===== src/logic/twi_params.svh =====
// constants for the two-wire master and slave controller
`ifndef TWI_PARAMS_SVH
`define TWI_PARAMS_SVH
`define TWI_MSA_OFF   12'h000
`define TWI_MCS_OFF   12'h004
`define TWI_MDR_OFF   12'h008
`define TWI_MTPR_OFF  12'h00c
`define TWI_MIMR_OFF  12'h010
`define TWI_MRIS_OFF  12'h014
`define TWI_MMIS_OFF  12'h018
`define TWI_MICR_OFF  12'h01c
`define TWI_MCR_OFF   12'h020
`define TWI_SOAR_OFF  12'h800
`define TWI_SCSR_OFF  12'h804
`define TWI_SDR_OFF   12'h808
`define TWI_SIMR_OFF  12'h80c
`define TWI_SRIS_OFF  12'h810
`define TWI_SMIS_OFF  12'h814
`define TWI_SICR_OFF  12'h818
`define TWI_MCS_BUSY  0
`define TWI_MCS_ERR   1
`define TWI_MCS_ADRN  2
`define TWI_MCS_DATN  3
`define TWI_MCS_ARB   4
`define TWI_MCS_IDLE  5
`define TWI_MCS_BBSY  6
`define TWI_MCR_LOOPBACK_BIT  0
`define TWI_MCR_MFE   4
`define TWI_MCR_SFE   5
`define TWI_IRQ_BIT   0
`define TWI_SCSR_RECEIVE_REQUEST_FLAG 0
`define TWI_SCSR_TRANSMIT_REQUEST_FLAG 1
`define TWI_SCSR_FBR  2
`define TWI_MTPR_RST  8'h01
`define TWI_CLOCK_LOW_PHASE_COUNT    12'h006
`define TWI_CLOCK_HIGH_PHASE_COUNT    12'h004
`define TWI_ACK_SLOT  4'h8
`endif


===== src/logic/twi_pkg.sv =====
// types shared by the two-wire controller
package twi_pkg;
  typedef enum logic [3:0] {
    M_IDLE, M_WAITBUS, M_START, M_LOW, M_HIGH, M_HOLD,
    M_RS_L, M_RS_H, M_STOP_L, M_STOP_H
  } mst_state_e;
  typedef enum logic [1:0] {S_IDLE, S_ADDR, S_RX, S_TX} slv_state_e;
  typedef struct packed {
    logic ack;
    logic stop;
    logic start;
    logic run;
  } mcs_cmd_s;
  typedef struct packed {
    logic scl;
    logic sda;
  } line_s;
endpackage : twi_pkg


===== src/logic/twi_ctrl.sv =====
// two-wire bus master and slave controller with apb register access
`timescale 1ns/1ns
`include "twi_params.svh"
module twi_ctrl (
  input  wire logic        pclk,
  input  wire logic        presetn,
  input  wire logic        psel,
  input  wire logic        penable,
  input  wire logic        pwrite,
  input  wire logic [11:0] paddr,
  input  wire logic [31:0] pwdata,
  output logic      [31:0] prdata,
  output logic             pready,
  output logic             pslverr,
  input  wire logic        scl_i,
  output logic             scl_o,
  output logic             scl_oe,
  input  wire logic        sda_i,
  output logic             sda_o,
  output logic             sda_oe,
  output logic             m_irq,
  output logic             s_irq
);
  ////////////////////////////////////////////////////////////////////////////
  logic [1:0]             scl_s_r;
  logic [1:0]             sda_s_r;
  twi_pkg::line_s         ln;
  twi_pkg::line_s         ln_prev_r;
  logic                   bus_busy_r;
  logic                   start_det;
  logic                   stop_det;
  logic                   scl_rise;
  logic                   scl_fall;
  logic                   bus_idle;
  logic [7:0]             msa_r;
  logic [7:0]             mtx_r;
  logic [7:0]             tpr_r;
  logic                   mimr_r;
  logic                   loopback_bit_r;
  logic                   mfe_r;
  logic                   sfe_r;
  logic [6:0]             soar_r;
  logic                   simr_r;
  logic                   m_ris_r;
  logic                   s_ris_r;
  logic                   acc;
  logic                   wr;
  logic                   rd;
  logic                   cmd_go;
  twi_pkg::mcs_cmd_s      cmd;
  logic [31:0]            rd_v;
  logic                   hit;
  twi_pkg::mst_state_e    m_st_r;
  logic [11:0]            m_cnt_r;
  logic [3:0]             m_bit_r;
  logic [7:0]             m_sh_r;
  logic [7:0]             m_rx_r;
  logic                   m_addr_ph_r;
  logic                   m_rs_r;
  logic                   m_ack_r;
  logic                   m_stop_r;
  logic                   m_scl_pull_r;
  logic                   m_sda_pull_r;
  logic                   m_busy_r;
  logic                   m_err_r;
  logic                   m_adrn_r;
  logic                   m_datn_r;
  logic                   m_arb_r;
  logic                   m_done_r;
  logic                   m_tx;
  logic                   m_wait_hi;
  logic                   m_tick;
  logic                   m_drive;
  logic [11:0]            tp1;
  logic [11:0]            lo_load;
  logic [11:0]            hi_load;
  twi_pkg::slv_state_e    s_st_r;
  logic [3:0]             s_cnt_r;
  logic [7:0]             s_sh_r;
  logic [7:0]             s_rx_r;
  logic                   s_rw_r;
  logic                   s_sda_pull_r;
  logic                   s_scl_pull_r;
  logic                   s_receive_request_flag_r;
  logic                   s_transmit_request_flag_r;
  logic                   s_fbr_r;
  logic                   s_first_r;
  logic                   s_ack_r;
  logic                   s_evt_r;
  logic                   sdr_rd;
  logic                   sdr_wr;

  ////////////////////////////////////////////////////////////////////////////
  // line synchronisers and bus condition detection
  always_ff @(posedge pclk or negedge presetn) begin
    if (!presetn) begin
      scl_s_r <= 2'h3;
      sda_s_r <= 2'h3;
    end else begin
      scl_s_r <= {scl_s_r[0], scl_i};
      sda_s_r <= {sda_s_r[0], sda_i};
    end
  end

  // loopback joins both ends internally, pins released
  assign ln.scl = loopback_bit_r ? ~(m_scl_pull_r | s_scl_pull_r) : scl_s_r[1];
  assign ln.sda = loopback_bit_r ? ~(m_sda_pull_r | s_sda_pull_r) : sda_s_r[1];
  assign start_det = ln.scl & ln_prev_r.scl & ln_prev_r.sda & ~ln.sda;
  assign stop_det  = ln.scl & ln_prev_r.scl & ~ln_prev_r.sda & ln.sda;
  assign scl_rise  = ln.scl & ~ln_prev_r.scl;
  assign scl_fall  = ~ln.scl & ln_prev_r.scl;
  assign bus_idle  = ln.scl & ln.sda & ~bus_busy_r;

  always_ff @(posedge pclk or negedge presetn) begin
    if (!presetn) begin
      ln_prev_r  <= 2'h3;
      bus_busy_r <= 1'b0;
    end else begin
      ln_prev_r <= ln;
      if (start_det) begin
        bus_busy_r <= 1'b1;
      end else if (stop_det) begin
        bus_busy_r <= 1'b0;
      end
    end
  end

  // open-drain pads: output level fixed low, enable pulls
  always_ff @(posedge pclk or negedge presetn) begin
    if (!presetn) begin
      scl_o  <= 1'b0;
      sda_o  <= 1'b0;
      scl_oe <= 1'b0;
      sda_oe <= 1'b0;
    end else begin
      scl_o  <= 1'b0;
      sda_o  <= 1'b0;
      scl_oe <= ~loopback_bit_r & (m_scl_pull_r | s_scl_pull_r);
      sda_oe <= ~loopback_bit_r & (m_sda_pull_r | s_sda_pull_r);
    end
  end

  ////////////////////////////////////////////////////////////////////////////
  // apb slave, one wait state
  assign acc    = psel & penable & pready;
  assign wr     = acc & pwrite;
  assign rd     = acc & ~pwrite;
  assign cmd_go = wr && (paddr == `TWI_MCS_OFF);
  assign cmd    = twi_pkg::mcs_cmd_s'(pwdata[3:0]);
  assign sdr_rd = rd && (paddr == `TWI_SDR_OFF);
  assign sdr_wr = wr && (paddr == `TWI_SDR_OFF);

  always_comb begin
    rd_v = 32'h0000_0000;
    hit  = 1'b1;
    case (paddr)
      `TWI_MSA_OFF:  rd_v[7:0] = msa_r;
      `TWI_MCS_OFF: begin
        rd_v[`TWI_MCS_BUSY] = m_busy_r;
        rd_v[`TWI_MCS_ERR]  = m_err_r;
        rd_v[`TWI_MCS_ADRN] = m_adrn_r;
        rd_v[`TWI_MCS_DATN] = m_datn_r;
        rd_v[`TWI_MCS_ARB]  = m_arb_r;
        rd_v[`TWI_MCS_IDLE] = (m_st_r == twi_pkg::M_IDLE);
        rd_v[`TWI_MCS_BBSY] = bus_busy_r;
      end
      `TWI_MDR_OFF:  rd_v[7:0] = m_rx_r;
      `TWI_MTPR_OFF: rd_v[7:0] = tpr_r;
      `TWI_MIMR_OFF: rd_v[`TWI_IRQ_BIT] = mimr_r;
      `TWI_MRIS_OFF: rd_v[`TWI_IRQ_BIT] = m_ris_r;
      `TWI_MMIS_OFF: rd_v[`TWI_IRQ_BIT] = m_ris_r & mimr_r;
      `TWI_MICR_OFF: rd_v = 32'h0000_0000;
      `TWI_MCR_OFF: begin
        rd_v[`TWI_MCR_LOOPBACK_BIT] = loopback_bit_r;
        rd_v[`TWI_MCR_MFE]  = mfe_r;
        rd_v[`TWI_MCR_SFE]  = sfe_r;
      end
      `TWI_SOAR_OFF: rd_v[6:0] = soar_r;
      `TWI_SCSR_OFF: begin
        rd_v[`TWI_SCSR_RECEIVE_REQUEST_FLAG] = s_receive_request_flag_r;
        rd_v[`TWI_SCSR_TRANSMIT_REQUEST_FLAG] = s_transmit_request_flag_r;
        rd_v[`TWI_SCSR_FBR]  = s_fbr_r;
      end
      `TWI_SDR_OFF:  rd_v[7:0] = s_rx_r;
      `TWI_SIMR_OFF: rd_v[`TWI_IRQ_BIT] = simr_r;
      `TWI_SRIS_OFF: rd_v[`TWI_IRQ_BIT] = s_ris_r;
      `TWI_SMIS_OFF: rd_v[`TWI_IRQ_BIT] = s_ris_r & simr_r;
      `TWI_SICR_OFF: rd_v = 32'h0000_0000;
      default:       hit = 1'b0;
    endcase
  end

  always_ff @(posedge pclk or negedge presetn) begin
    if (!presetn) begin
      pready  <= 1'b0;
      pslverr <= 1'b0;
      prdata  <= 32'h0000_0000;
    end else if (psel && penable && !pready) begin
      pready  <= 1'b1;
      pslverr <= ~hit;
      prdata  <= pwrite ? 32'h0000_0000 : rd_v;
    end else begin
      pready  <= 1'b0;
      pslverr <= 1'b0;
    end
  end

  // software configuration registers
  always_ff @(posedge pclk or negedge presetn) begin
    if (!presetn) begin
      msa_r  <= 8'h00;
      mtx_r  <= 8'h00;
      tpr_r  <= `TWI_MTPR_RST;
      mimr_r <= 1'b0;
      loopback_bit_r <= 1'b0;
      mfe_r  <= 1'b0;
      sfe_r  <= 1'b0;
      soar_r <= 7'h00;
      simr_r <= 1'b0;
    end else if (wr) begin
      case (paddr)
        `TWI_MSA_OFF:  msa_r  <= pwdata[7:0];
        `TWI_MDR_OFF:  mtx_r  <= pwdata[7:0];
        `TWI_MTPR_OFF: tpr_r  <= pwdata[7:0];
        `TWI_MIMR_OFF: mimr_r <= pwdata[`TWI_IRQ_BIT];
        `TWI_MCR_OFF: begin
          loopback_bit_r <= pwdata[`TWI_MCR_LOOPBACK_BIT];
          mfe_r  <= pwdata[`TWI_MCR_MFE];
          sfe_r  <= pwdata[`TWI_MCR_SFE];
        end
        `TWI_SOAR_OFF: soar_r <= pwdata[6:0];
        `TWI_SIMR_OFF: simr_r <= pwdata[`TWI_IRQ_BIT];
        default:       simr_r <= simr_r;
      endcase
    end
  end

  // interrupt flags, a set beats a clear in the same cycle
  always_ff @(posedge pclk or negedge presetn) begin
    if (!presetn) begin
      m_ris_r <= 1'b0;
      s_ris_r <= 1'b0;
      m_irq   <= 1'b0;
      s_irq   <= 1'b0;
    end else begin
      if (m_done_r) begin
        m_ris_r <= 1'b1;
      end else if (wr && paddr == `TWI_MICR_OFF && pwdata[`TWI_IRQ_BIT]) begin
        m_ris_r <= 1'b0;
      end
      if (s_evt_r) begin
        s_ris_r <= 1'b1;
      end else if (wr && paddr == `TWI_SICR_OFF && pwdata[`TWI_IRQ_BIT]) begin
        s_ris_r <= 1'b0;
      end
      m_irq <= m_ris_r & mimr_r;
      s_irq <= s_ris_r & simr_r;
    end
  end

  ////////////////////////////////////////////////////////////////////////////
  // master clock timing
  assign tp1     = {4'h0, tpr_r} + 12'h001;
  assign lo_load = tp1 * `TWI_CLOCK_LOW_PHASE_COUNT * 12'h002 - 12'h001;
  assign hi_load = tp1 * `TWI_CLOCK_HIGH_PHASE_COUNT * 12'h002 - 12'h001;
  assign m_tx    = m_addr_ph_r | ~m_rs_r;
  assign m_wait_hi = (m_st_r == twi_pkg::M_HIGH) || (m_st_r == twi_pkg::M_RS_H) ||
                     (m_st_r == twi_pkg::M_STOP_H);
  assign m_tick  = (m_cnt_r == 12'h000) && (ln.scl || !m_wait_hi);
  // ack slot: transmitter releases, receiver acks when the command ack bit is set
  assign m_drive = (m_bit_r == `TWI_ACK_SLOT) ? (~m_tx & m_ack_r)
                                                : (m_tx & ~m_sh_r[7]);

  always_ff @(posedge pclk or negedge presetn) begin
    if (!presetn) begin
      m_st_r       <= twi_pkg::M_IDLE;
      m_cnt_r      <= 12'h000;
      m_bit_r      <= 4'h0;
      m_sh_r       <= 8'h00;
      m_rx_r       <= 8'h00;
      m_addr_ph_r  <= 1'b0;
      m_rs_r       <= 1'b0;
      m_ack_r      <= 1'b0;
      m_stop_r     <= 1'b0;
      m_scl_pull_r <= 1'b0;
      m_sda_pull_r <= 1'b0;
      m_busy_r     <= 1'b0;
      m_err_r      <= 1'b0;
      m_adrn_r     <= 1'b0;
      m_datn_r     <= 1'b0;
      m_arb_r      <= 1'b0;
      m_done_r     <= 1'b0;
    end else begin
      m_done_r <= 1'b0;
      if (m_cnt_r != 12'h000 && (ln.scl || !m_wait_hi)) begin
        m_cnt_r <= m_cnt_r - 12'h001;
      end
      case (m_st_r)
        twi_pkg::M_IDLE: begin
          if (cmd_go && cmd.run && cmd.start && mfe_r) begin
            m_stop_r    <= cmd.stop;
            m_ack_r     <= cmd.ack;
            m_rs_r      <= msa_r[0];
            m_sh_r      <= msa_r;
            m_addr_ph_r <= 1'b1;
            m_busy_r    <= 1'b1;
            m_err_r     <= 1'b0;
            m_adrn_r    <= 1'b0;
            m_datn_r    <= 1'b0;
            m_arb_r     <= 1'b0;
            m_st_r      <= twi_pkg::M_WAITBUS;
          end
        end
        twi_pkg::M_WAITBUS: begin
          if (bus_idle) begin
            m_sda_pull_r <= 1'b1;
            m_cnt_r      <= hi_load;
            m_st_r       <= twi_pkg::M_START;
          end
        end
        twi_pkg::M_START: begin
          if (m_tick) begin
            m_scl_pull_r <= 1'b1;
            m_cnt_r      <= lo_load;
            m_bit_r      <= 4'h0;
            m_st_r       <= twi_pkg::M_LOW;
          end
        end
        twi_pkg::M_LOW: begin
          if (m_cnt_r == hi_load) begin
            m_sda_pull_r <= m_drive;
          end
          if (m_tick) begin
            m_scl_pull_r <= 1'b0;
            m_cnt_r      <= hi_load;
            m_st_r       <= twi_pkg::M_HIGH;
          end
        end
        twi_pkg::M_HIGH: begin
          if (ln.scl && m_tx && m_bit_r != `TWI_ACK_SLOT && !m_sda_pull_r && !ln.sda) begin
            m_scl_pull_r <= 1'b0;
            m_sda_pull_r <= 1'b0;
            m_arb_r      <= 1'b1;
            m_busy_r     <= 1'b0;
            m_done_r     <= 1'b1;
            m_st_r       <= twi_pkg::M_IDLE;
          end else if (m_tick) begin
            m_scl_pull_r <= 1'b1;
            m_cnt_r      <= lo_load;
            if (m_bit_r != `TWI_ACK_SLOT) begin
              m_sh_r  <= {m_sh_r[6:0], ln.sda};
              m_bit_r <= m_bit_r + 4'h1;
              m_st_r  <= twi_pkg::M_LOW;
            end else if (m_tx && ln.sda) begin
              m_err_r <= 1'b1;
              if (m_addr_ph_r) begin
                m_adrn_r <= 1'b1;
              end else begin
                m_datn_r <= 1'b1;
              end
              m_st_r <= twi_pkg::M_STOP_L;
            end else if (m_addr_ph_r) begin
              m_addr_ph_r <= 1'b0;
              m_sh_r      <= m_rs_r ? 8'h00 : mtx_r;
              m_bit_r     <= 4'h0;
              m_st_r      <= twi_pkg::M_LOW;
            end else begin
              if (!m_tx) begin
                m_rx_r <= m_sh_r;
              end
              m_done_r <= 1'b1;
              if (m_stop_r) begin
                m_st_r <= twi_pkg::M_STOP_L;
              end else begin
                m_busy_r <= 1'b0;
                m_st_r   <= twi_pkg::M_HOLD;
              end
            end
          end
        end
        twi_pkg::M_HOLD: begin
          if (cmd_go && cmd.run && mfe_r) begin
            m_stop_r <= cmd.stop;
            m_ack_r  <= cmd.ack;
            m_busy_r <= 1'b1;
            m_err_r  <= 1'b0;
            m_adrn_r <= 1'b0;
            m_datn_r <= 1'b0;
            m_cnt_r  <= lo_load;
            m_bit_r  <= 4'h0;
            if (cmd.start) begin
              m_rs_r      <= msa_r[0];
              m_sh_r      <= msa_r;
              m_addr_ph_r <= 1'b1;
              m_st_r      <= twi_pkg::M_RS_L;
            end else begin
              m_sh_r <= m_rs_r ? 8'h00 : mtx_r;
              m_st_r <= twi_pkg::M_LOW;
            end
          end else if (cmd_go && cmd.stop) begin
            m_busy_r <= 1'b1;
            m_cnt_r  <= lo_load;
            m_st_r   <= twi_pkg::M_STOP_L;
          end
        end
        twi_pkg::M_RS_L: begin
          if (m_cnt_r == hi_load) begin
            m_sda_pull_r <= 1'b0;
          end
          if (m_tick) begin
            m_scl_pull_r <= 1'b0;
            m_cnt_r      <= hi_load;
            m_st_r       <= twi_pkg::M_RS_H;
          end
        end
        twi_pkg::M_RS_H: begin
          if (m_tick) begin
            m_sda_pull_r <= 1'b1;
            m_cnt_r      <= hi_load;
            m_st_r       <= twi_pkg::M_START;
          end
        end
        twi_pkg::M_STOP_L: begin
          if (m_cnt_r == hi_load) begin
            m_sda_pull_r <= 1'b1;
          end
          if (m_tick) begin
            m_scl_pull_r <= 1'b0;
            m_cnt_r      <= hi_load;
            m_st_r       <= twi_pkg::M_STOP_H;
          end
        end
        twi_pkg::M_STOP_H: begin
          if (m_tick) begin
            m_sda_pull_r <= 1'b0;
            m_busy_r     <= 1'b0;
            m_done_r     <= m_err_r;
            m_st_r       <= twi_pkg::M_IDLE;
          end
        end
        default: m_st_r <= twi_pkg::M_IDLE;
      endcase
    end
  end

  ////////////////////////////////////////////////////////////////////////////
  // slave engine, acts on clock edges seen on the line
  always_ff @(posedge pclk or negedge presetn) begin
    if (!presetn) begin
      s_st_r       <= twi_pkg::S_IDLE;
      s_cnt_r      <= 4'h0;
      s_sh_r       <= 8'h00;
      s_rx_r       <= 8'h00;
      s_rw_r       <= 1'b0;
      s_sda_pull_r <= 1'b0;
      s_scl_pull_r <= 1'b0;
      s_receive_request_flag_r     <= 1'b0;
      s_transmit_request_flag_r     <= 1'b0;
      s_fbr_r      <= 1'b0;
      s_first_r    <= 1'b0;
      s_ack_r      <= 1'b0;
      s_evt_r      <= 1'b0;
    end else begin
      s_evt_r <= 1'b0;
      if (sdr_rd) begin
        s_receive_request_flag_r <= 1'b0;
        s_fbr_r  <= 1'b0;
      end
      if (sdr_wr && s_transmit_request_flag_r) begin
        s_transmit_request_flag_r     <= 1'b0;
        s_sh_r       <= pwdata[7:0];
        s_sda_pull_r <= ~pwdata[7];
      end
      if (s_scl_pull_r && !s_receive_request_flag_r && !s_transmit_request_flag_r) begin
        s_scl_pull_r <= 1'b0;
      end
      if (start_det && sfe_r) begin
        s_st_r       <= twi_pkg::S_ADDR;
        s_cnt_r      <= 4'h0;
        s_first_r    <= 1'b1;
        s_sda_pull_r <= 1'b0;
        s_scl_pull_r <= 1'b0;
      end else if (stop_det) begin
        s_st_r       <= twi_pkg::S_IDLE;
        s_sda_pull_r <= 1'b0;
        s_scl_pull_r <= 1'b0;
      end else begin
        case (s_st_r)
          twi_pkg::S_ADDR, twi_pkg::S_RX: begin
            if (scl_rise && s_cnt_r < `TWI_ACK_SLOT) begin
              s_sh_r  <= {s_sh_r[6:0], ln.sda};
              s_cnt_r <= s_cnt_r + 4'h1;
            end
            if (scl_fall && s_cnt_r == `TWI_ACK_SLOT) begin
              if (s_st_r == twi_pkg::S_RX) begin
                s_sda_pull_r <= 1'b1;
                s_rx_r       <= s_sh_r;
                s_receive_request_flag_r     <= 1'b1;
                s_fbr_r      <= s_first_r;
                s_first_r    <= 1'b0;
                s_evt_r      <= 1'b1;
                s_cnt_r      <= 4'h9;
              end else if (s_sh_r[7:1] == soar_r) begin
                s_sda_pull_r <= 1'b1;
                s_rw_r       <= s_sh_r[0];
                s_cnt_r      <= 4'h9;
              end else begin
                s_st_r <= twi_pkg::S_IDLE;
              end
            end
            if (scl_fall && s_cnt_r == 4'h9) begin
              s_sda_pull_r <= 1'b0;
              s_cnt_r      <= 4'h0;
              if (s_st_r == twi_pkg::S_RX) begin
                s_scl_pull_r <= s_receive_request_flag_r;
              end else if (s_rw_r) begin
                s_transmit_request_flag_r     <= 1'b1;
                s_evt_r      <= 1'b1;
                s_scl_pull_r <= 1'b1;
                s_st_r       <= twi_pkg::S_TX;
              end else begin
                s_st_r <= twi_pkg::S_RX;
              end
            end
          end
          twi_pkg::S_TX: begin
            if (scl_rise) begin
              if (s_cnt_r == `TWI_ACK_SLOT) begin
                s_ack_r <= ~ln.sda;
                s_cnt_r <= 4'h9;
              end else begin
                s_cnt_r <= s_cnt_r + 4'h1;
              end
            end
            if (scl_fall) begin
              if (s_cnt_r != 4'h0 && s_cnt_r < `TWI_ACK_SLOT) begin
                s_sh_r       <= {s_sh_r[6:0], 1'b0};
                s_sda_pull_r <= ~s_sh_r[6];
              end else if (s_cnt_r == `TWI_ACK_SLOT) begin
                s_sda_pull_r <= 1'b0;
              end else if (s_cnt_r == 4'h9) begin
                s_cnt_r <= 4'h0;
                if (s_ack_r) begin
                  s_transmit_request_flag_r     <= 1'b1;
                  s_evt_r      <= 1'b1;
                  s_scl_pull_r <= 1'b1;
                end else begin
                  s_st_r <= twi_pkg::S_IDLE;
                end
              end
            end
          end
          default: s_st_r <= twi_pkg::S_IDLE;
        endcase
      end
    end
  end
endmodule : twi_ctrl


===== config.mk =====
export PLATFORM = sky130hd
export DESIGN_NAME = twi_ctrl
export DESIGN_NICKNAME = d
export VERILOG_FILES = /design/src/logic/twi_pkg.sv /design/src/logic/twi_ctrl.sv
export VERILOG_INCLUDE_DIRS = /design/src /design/src/logic
export SDC_FILE = /design/constraint.sdc
export NUM_CORES = 1
export LEC_CHECK = 0
export ABC_AREA = 0
export ABC_CLOCK_PERIOD_IN_PS = 4800
export BUFFER_PORTS_ARGS = -buffer_cell sky130_fd_sc_hd__clkbuf_2
export CAP_MARGIN = 20
export CELL_PAD_IN_SITES_DETAIL_PLACEMENT = 1
export CELL_PAD_IN_SITES_GLOBAL_PLACEMENT = 1
export CORE_MARGIN = 3
export CORE_UTILIZATION = 47
export DETAILED_ROUTE_END_ITERATION = 12
export GPL_ROUTABILITY_DRIVEN = 0
export HOLD_SLACK_MARGIN = 0.06
export PLACE_DENSITY_LB_ADDON = 0.1
export REMOVE_ABC_BUFFERS = 1
export SYNTH_ARGS = -nofsm -noshare
export SYNTH_HDL_FRONTEND = slang
export SYNTH_SLANG_ARGS = --single-unit

===== constraint.sdc =====
create_clock -name pclk -period 4.8 [get_ports pclk]
set_input_delay 0.96 -clock pclk [delete_from_list [all_inputs] [get_ports pclk]]
set_output_delay 0.96 -clock pclk [all_outputs]
set_load 0.05 [all_outputs]

### Word level (Yosys, flattened, before mapping)

Index checks and enable logic that the tools add are counted.

| operators by class | value |
|---|---|
| bitwise operators | 44 |
| equal/unequal tests | 69 |
| shift-type cells | 0 |
| add/subtract/negate cells | 6 |
| divide/modulo/power cells | 0 |
| reduce and logical (&&, ||, !) cells | 88 |
| multiply operators | 1 |
| $lt $le $gt $ge | 1 |
| muxes and demuxes | 228 |

Operators by type and width:

| operator | count |
|---|---|
| 2-to-1 mux 4 bit | 35 |
| 2-to-1 mux 1 bit | 128 |
| 2-to-1 mux 8 bit | 16 |
| == test 12 bit, second input constant | 7 |
| 2-to-1 mux 12 bit | 7 |
| case mux 12 bit (5 select lines) | 1 |
| == test 12 x 5 -> 1 bit, second input constant | 4 |
| case mux 4 bit (10 select lines) | 1 |
| != test 2 bit, second input constant | 18 |
| subtractor 12 x 1 -> 12 bit, second input constant | 3 |
| AND reduction 8 bit | 4 |
| logical AND 1 bit | 29 |
| case mux 2 bit (7 select lines) | 2 |
| AND reduction 7 bit | 4 |
| == test 12 x 4 -> 1 bit, second input constant | 2 |
| zero test 12 bit | 2 |
| 2-to-1 mux 2 bit | 12 |
| != test 4 bit, second input constant | 6 |
| case mux 8 bit (3 select lines) | 1 |
| inverter 1 bit | 22 |
| == test 4 bit, second input constant | 5 |
| bitwise AND 1 bit | 19 |
| case mux 1 bit (2 select lines) | 9 |
| AND reduction 2 bit | 9 |
| other kinds (45) | 91 |

| storage, ports and cells | value |
|---|---|
| output and inout port bits | 40 |
| memory bits (read-only) | 0 |
| bits in latches | 0 |
| register bits after elaboration | 162 |
| RAM bits | 0 |
| memories | 0 |

### Logic depth before layout (Yosys ltp)

| logic depth | value |
|---|---|
| depth in word-level cells | 14 |
| gate-level depth with buffers | 15 |
| mapped depth without buffers | 12 |

### Least setup slack after synthesis

OpenSTA, ideal clock, no wires.

| timing path | value |
|---|---|
| path type | register -> register |
| start point | reg tpr_r[0] |
| end point | reg m_cnt_r[11] |
| data arrival time | 3.749 ns |
| path slack | 0.915 ns |
| cell stages (with the launch flop) | 15 |
| library setup time | 0.136 ns |
| period minus slack after synthesis | 3.885 ns |
| data required time | 4.664 ns |
| cell sequence | dfstp_2 clkbuf_2 clkbuf_1 inv_1 ha_1 inv_1 fa_1 maj3_1 o21ai_0 a2111o_1 a211oi_1 or3_1 a2111oi_1 o21a_1 o211ai_1 |

| between the ends | value |
|---|---|
| cells in the longest elaborated chain, start to end | 6 |
| elaborated cells between the ends (all ways) | 11 |

Ends and longest elaborated chain:

| item | line | source |
|---|---|---|
| start, declared | twi_ctrl.sv:37 | `logic [7:0] tpr_r;` |
| start signal, assigned | twi_ctrl.sv:213 | `` tpr_r <= `TWI_MTPR_RST; `` |
| start signal, assigned | twi_ctrl.sv:224 | `` `TWI_MTPR_OFF: tpr_r <= pwdata[7:0]; `` |
| adder 8 x 1 -> 9 bit (*) | twi_ctrl.sv:263 | `assign tp1 = {4'h0, tpr_r} + 12'h001;` |
| multiplier 9 x 2 -> 10 bit (no source line) | n/a |  |
| subtractor 12 x 1 -> 12 bit | twi_ctrl.sv:264 | `` assign lo_load = tp1 * `TWI_CLOCK_LOW_PHASE_COUNT * 12'h002 - 12'h001; `` |
| 2-to-1 mux 12 bit (on tied branches) | twi_ctrl.sv:400, twi_ctrl.sv:322, twi_ctrl.sv:347 |  |
| 2-to-1 mux 12 bit (on tied branches) | twi_ctrl.sv:382, twi_ctrl.sv:340 |  |
| case mux 12 bit (5 select lines) (*) | twi_ctrl.sv:298 | `case (m_st_r)` |
| end signal, assigned | twi_ctrl.sv:296 | `m_cnt_r <= m_cnt_r - 12'h001;` |
| end signal, assigned | twi_ctrl.sv:389 | `m_cnt_r <= lo_load;` |
| end signal, assigned | twi_ctrl.sv:402 | `m_cnt_r <= lo_load;` |
| end, declared | twi_ctrl.sv:54 | `logic [11:0] m_cnt_r;` |

Mark *: on every way between the ends. The rest lies on a longest branch, timed or not.
A chain may end at the register's enable or synchronous reset.

### Worst setup path after layout

Ends and elaborated chain as after synthesis.

==> summary.md <==
| Metric | Value |
|---|---|
| Result of the run | `complete, no violations` |
| Wirelength per Cell | `22.3 um` |
| End of the worst register-to-register path | `m_cnt_r[11]` |
| Worst EP required | `5.11 ns` |
| Final antenna diode count | `0` |
| Achievable clock frequency | `242 MHz` |
| Wire length on met2 | `13700 um` |
| Static leakage | `4.35 nW` |
| Worst-Skew Late Latency | `0.44 ns` |
| Layout Utilization | `0.537` |
| Total Wirelength | `27400 um` |
| Number of setup violations in the final report | `0` |
| Vias per std cell | `6.23` |
| Overall die width | `144 um` |
| Worst-path clk slew | `0.06 ns` |
| Post-layout nets | `1059` |
| Root buffer cell | `sky130_fd_sc_hd__clkbuf_16` |
| Synthesis-to-finish area growth | `10.0%` |
| Fin crit share | `0.860` |
| Largest net degree at the start of global routing | `82` |
| Final Hold Viols | `0` |
| Type of the worst setup path | `reg -> reg` |
| Clock skew | `0.00920 ns` |
| Count of input and output buffers | `40` |
| Number of antenna violations at the first check in global routing | `0` |
| Max-slew violation count | `0` |
| Hold EP | `scl_s_r[1]` |
| Predominant post-synthesis flop cell | `sky130_fd_sc_hd__dfrtp_1` |
| Critical path capture point type | `flip-flop` |
| Count of hold-fix buffers inserted at cts | `0` |
| Depth of the worst hold-timing path | `0` |
| Power Dens Cells | `270 nW/um^2` |
| Buffer depth of the longest clock path | `2` |
| Uppermost metal layer occupied by signal nets | `met4` |
| Total via count in the routed design | `7651` |
| Critical Path Start Type | `flip-flop` |
| Worst hold path class | `reg -> reg` |
| Number of synthesized flops with an enable pin | `0` |
| Sequential cell area fraction in the yosys report | `0.386` |
| Worst slew pin tran | `0.986 ns` |
| Reg2Reg Setup Slack | `0.67 ns` |
| Wire length of the first global-routing pass | `43700 um` |
| Worst R2R Path Depth | `12` |
| Unique cell type count in the Yosys netlist | `94` |
| Setup tns final | `0 ns` |
| Core region area | `18400 sq um` |
| Asr flop ratio synth | `1.00` |
| Die outline area | `20800 sq um` |
| Number of top-level pins | `91` |
| Initial Utilization | `0.488` |
| # rows | `49` |
| Critical-path maximum fanout | `18` |
| TritonCTS buffer count | `17` |
| Sum of met3 wire segment lengths after detailed routing | `1330 um` |
| Number of levels the H-tree was split into | `4` |
| Total half-perimeter wirelength after legalization and detailed placement | `20100 um` |
| Global-route congestion overflow total | `0` |
| Flip-flop and latch count after synthesis | `138` |
| Worst EP arrival | `4.43 ns` |
| Source of the worst register-to-register timing path | `tpr_r[0]` |
| Via count of the first global-routing pass | `7921` |
| Worst IR drop on VDD | `0.000231 V` |
| Avg Synthesized Cell Area | `9.44 sq um` |
| Beginning of the worst hold path | `scl_s_r[0]` |
| Layout cells sized above 1 | `0.181` |
| TritonCTS clock tree | `built` |
| Synth Warn # | `0` |
| Post-synth design cell area | `8980 sq um` |
| Overall Global Routing Usage | `0.270` |
| Setup repair bufs after CTS | `0` |
| RSZ-0062 raised after global routing | `false` |
| Clk sinks | `138` |
| Final worst setup slack | `0.673 ns` |
| Post-CTS sizing | `0` |
| Post-route DRC | `0` |
| Placement-stage worst setup slack | `0.670 ns` |
| Met1 layer wirelength in the final routing | `12000 um` |
| First-pass DRT Iterations | `6` |
| Number of cells in the design after placement | `1195` |
| Number of max-cap violations | `0` |
| Max-slew headroom at the worst pin | `0.343` |
| Detailed router's first-iteration violation count | `508` |
| Non-filler instance count after layout | `1228` |
| Die H | `144 um` |
| Number of instances in the synthesized netlist | `951` |
| Final period demand of the worst path | `4.13 ns` |
| DRT antenna net count | `0` |
==> placed cells by master (no fill, tap or decap), drive strengths merged, types with 8 or more instances in the layout <==
master	instances
inv	42
and3	8
mux2i	11
xnor2	25
ha	21
a21oi	42
nor4	11
mux2	56
dfrtp	131
nor2	80
conb	26
and2	9
buf	18
nand2b	15
nand3	50
a222oi	10
nor3	33
o2bb2ai	9
clkbuf	56
xor2	21
nand2	59
nor2b	8
nand4	13
a22oi	17
or3	12
o21ai	58
a31oi	8
==> metrics by stage <==
stage | hold slack (ns) | total power, mW | instance area, sq um
2_1_floorplan | 0.345 | 1.34 | 8700
3_3_place_gp | 0.347 | 1.42 | 9310
3_5_place_dp | 0.347 | 1.42 | 9310
4_1_cts | 0.357 | 2.69 | 9870
5_1_grt | 0.364 | 2.77 | 9880
6_report | 0.356 | 2.67 | 9880
==> routing by layer <==
layer  up-vias  GRT usage
met5         -          0
met1      3878      0.363
met2       186      0.457
met3        28     0.0479
li1       3559          -
met4         0     0.0658
==> flip-flops by register name, summed over array words and instances, names as in the netlist, 7 cells and up <==
register  count
msa_r         8
s_rx_r        8
m_rx_r        8
tpr_r         8
mtx_r         8
s_sh_r        8
soar_r        7
prdata        8
m_cnt_r      12
m_sh_r        8
==> cell families (layout without fill, tap and decap cells) <==
| kind of cell | Yosys count | count (layout) | synth area share |
|---|---|---|---|
| simple gates | 322 | 322 | 0.183 |
| mux | 68 | 68 | 0.0850 |
| fa+ha+maj | 24 | 24 | 0.0337 |
| xor+xnor | 49 | 49 | 0.0546 |
| compound gates | 247 | 247 | 0.201 |
| buf+inv | 102 | 125 | 0.0566 |
| other cells | 1 | 26 | 0.000418 |
| flops | 138 | 138 | 0.386 |
==> cell type report <==
cell class	count	area [sq um]
Sequential cell	138	3460
Inverter	36	135
Clock buffer	17	425
Tap cell	229	287
Fill cell	2119	8510
Multi-Input combinational cell	736	5100
Timing Repair Buffer	57	334
Clock inverter	15	133
==> critical path, cell delays in order (launching register included) <==
cell and delay, ns:
sky130_fd_sc_hd__dfstp_2 0.74, sky130_fd_sc_hd__inv_1 0.18, sky130_fd_sc_hd__ha_1 0.48, sky130_fd_sc_hd__inv_1 0.13, sky130_fd_sc_hd__fa_1 0.51, sky130_fd_sc_hd__maj3_1 0.38
sky130_fd_sc_hd__o21ai_0 0.17, sky130_fd_sc_hd__a2111o_1 0.15, sky130_fd_sc_hd__a211oi_1 0.11, sky130_fd_sc_hd__or3_1 0.38, sky130_fd_sc_hd__a2111oi_1 0.49, sky130_fd_sc_hd__o21a_1 0.19
sky130_fd_sc_hd__o211ai_1 0.09
==> synth_stat cells (all sizes together), types with 8 or more instances <==
library cell  number  area share
dfrtp            131        0.37
nor2              80       0.033
nand2             59       0.025
o21ai             58       0.032
mux2              56       0.070
nand3             50       0.028
a21oi             42       0.024
buf               40       0.031
inv               33       0.014
nor3              33       0.021
clkbuf            26       0.011
xnor2             25       0.024
ha                21       0.029
xor2              21       0.023
a22oi             17       0.014
nand2b            15       0.010
nand4             13      0.0091
or3               12      0.0084
mux2i             11       0.012
nor4              11      0.0091
a222oi            10       0.011
and2               9      0.0063
o2bb2ai            9      0.0095
a31oi              8      0.0063
and3               8      0.0061
nor2b              8      0.0056
==> worst max-delay path by stage <==
| stage | start | to | slack (ns) | cells after the start |
|---|---|---|---|---|
| after floorplan | tpr_r[0] | m_cnt_r[11] | 0.94 | 12 |
| after global placement | tpr_r[0] | m_cnt_r[11] | 0.67 | 12 |
| after detailed placement | tpr_r[0] | m_cnt_r[11] | 0.67 | 12 |
| after CTS | tpr_r[0] | m_cnt_r[11] | 0.64 | 12 |
| after global routing | tpr_r[0] | m_cnt_r[11] | 0.35 | 12 |
| final | tpr_r[0] | m_cnt_r[11] | 0.67 | 12 |
==> power by group <==
group | total, mW | internal (mW) | switching [mW]
clock network | 1.27 | 0.681 | 0.585
registers | 1.20 | 1.18 | 0.0194
logic | 0.199 | 0.0534 | 0.146
total | 2.67 | 1.92 | 0.750
Note: power is estimated with default switching activity, not from simulation.
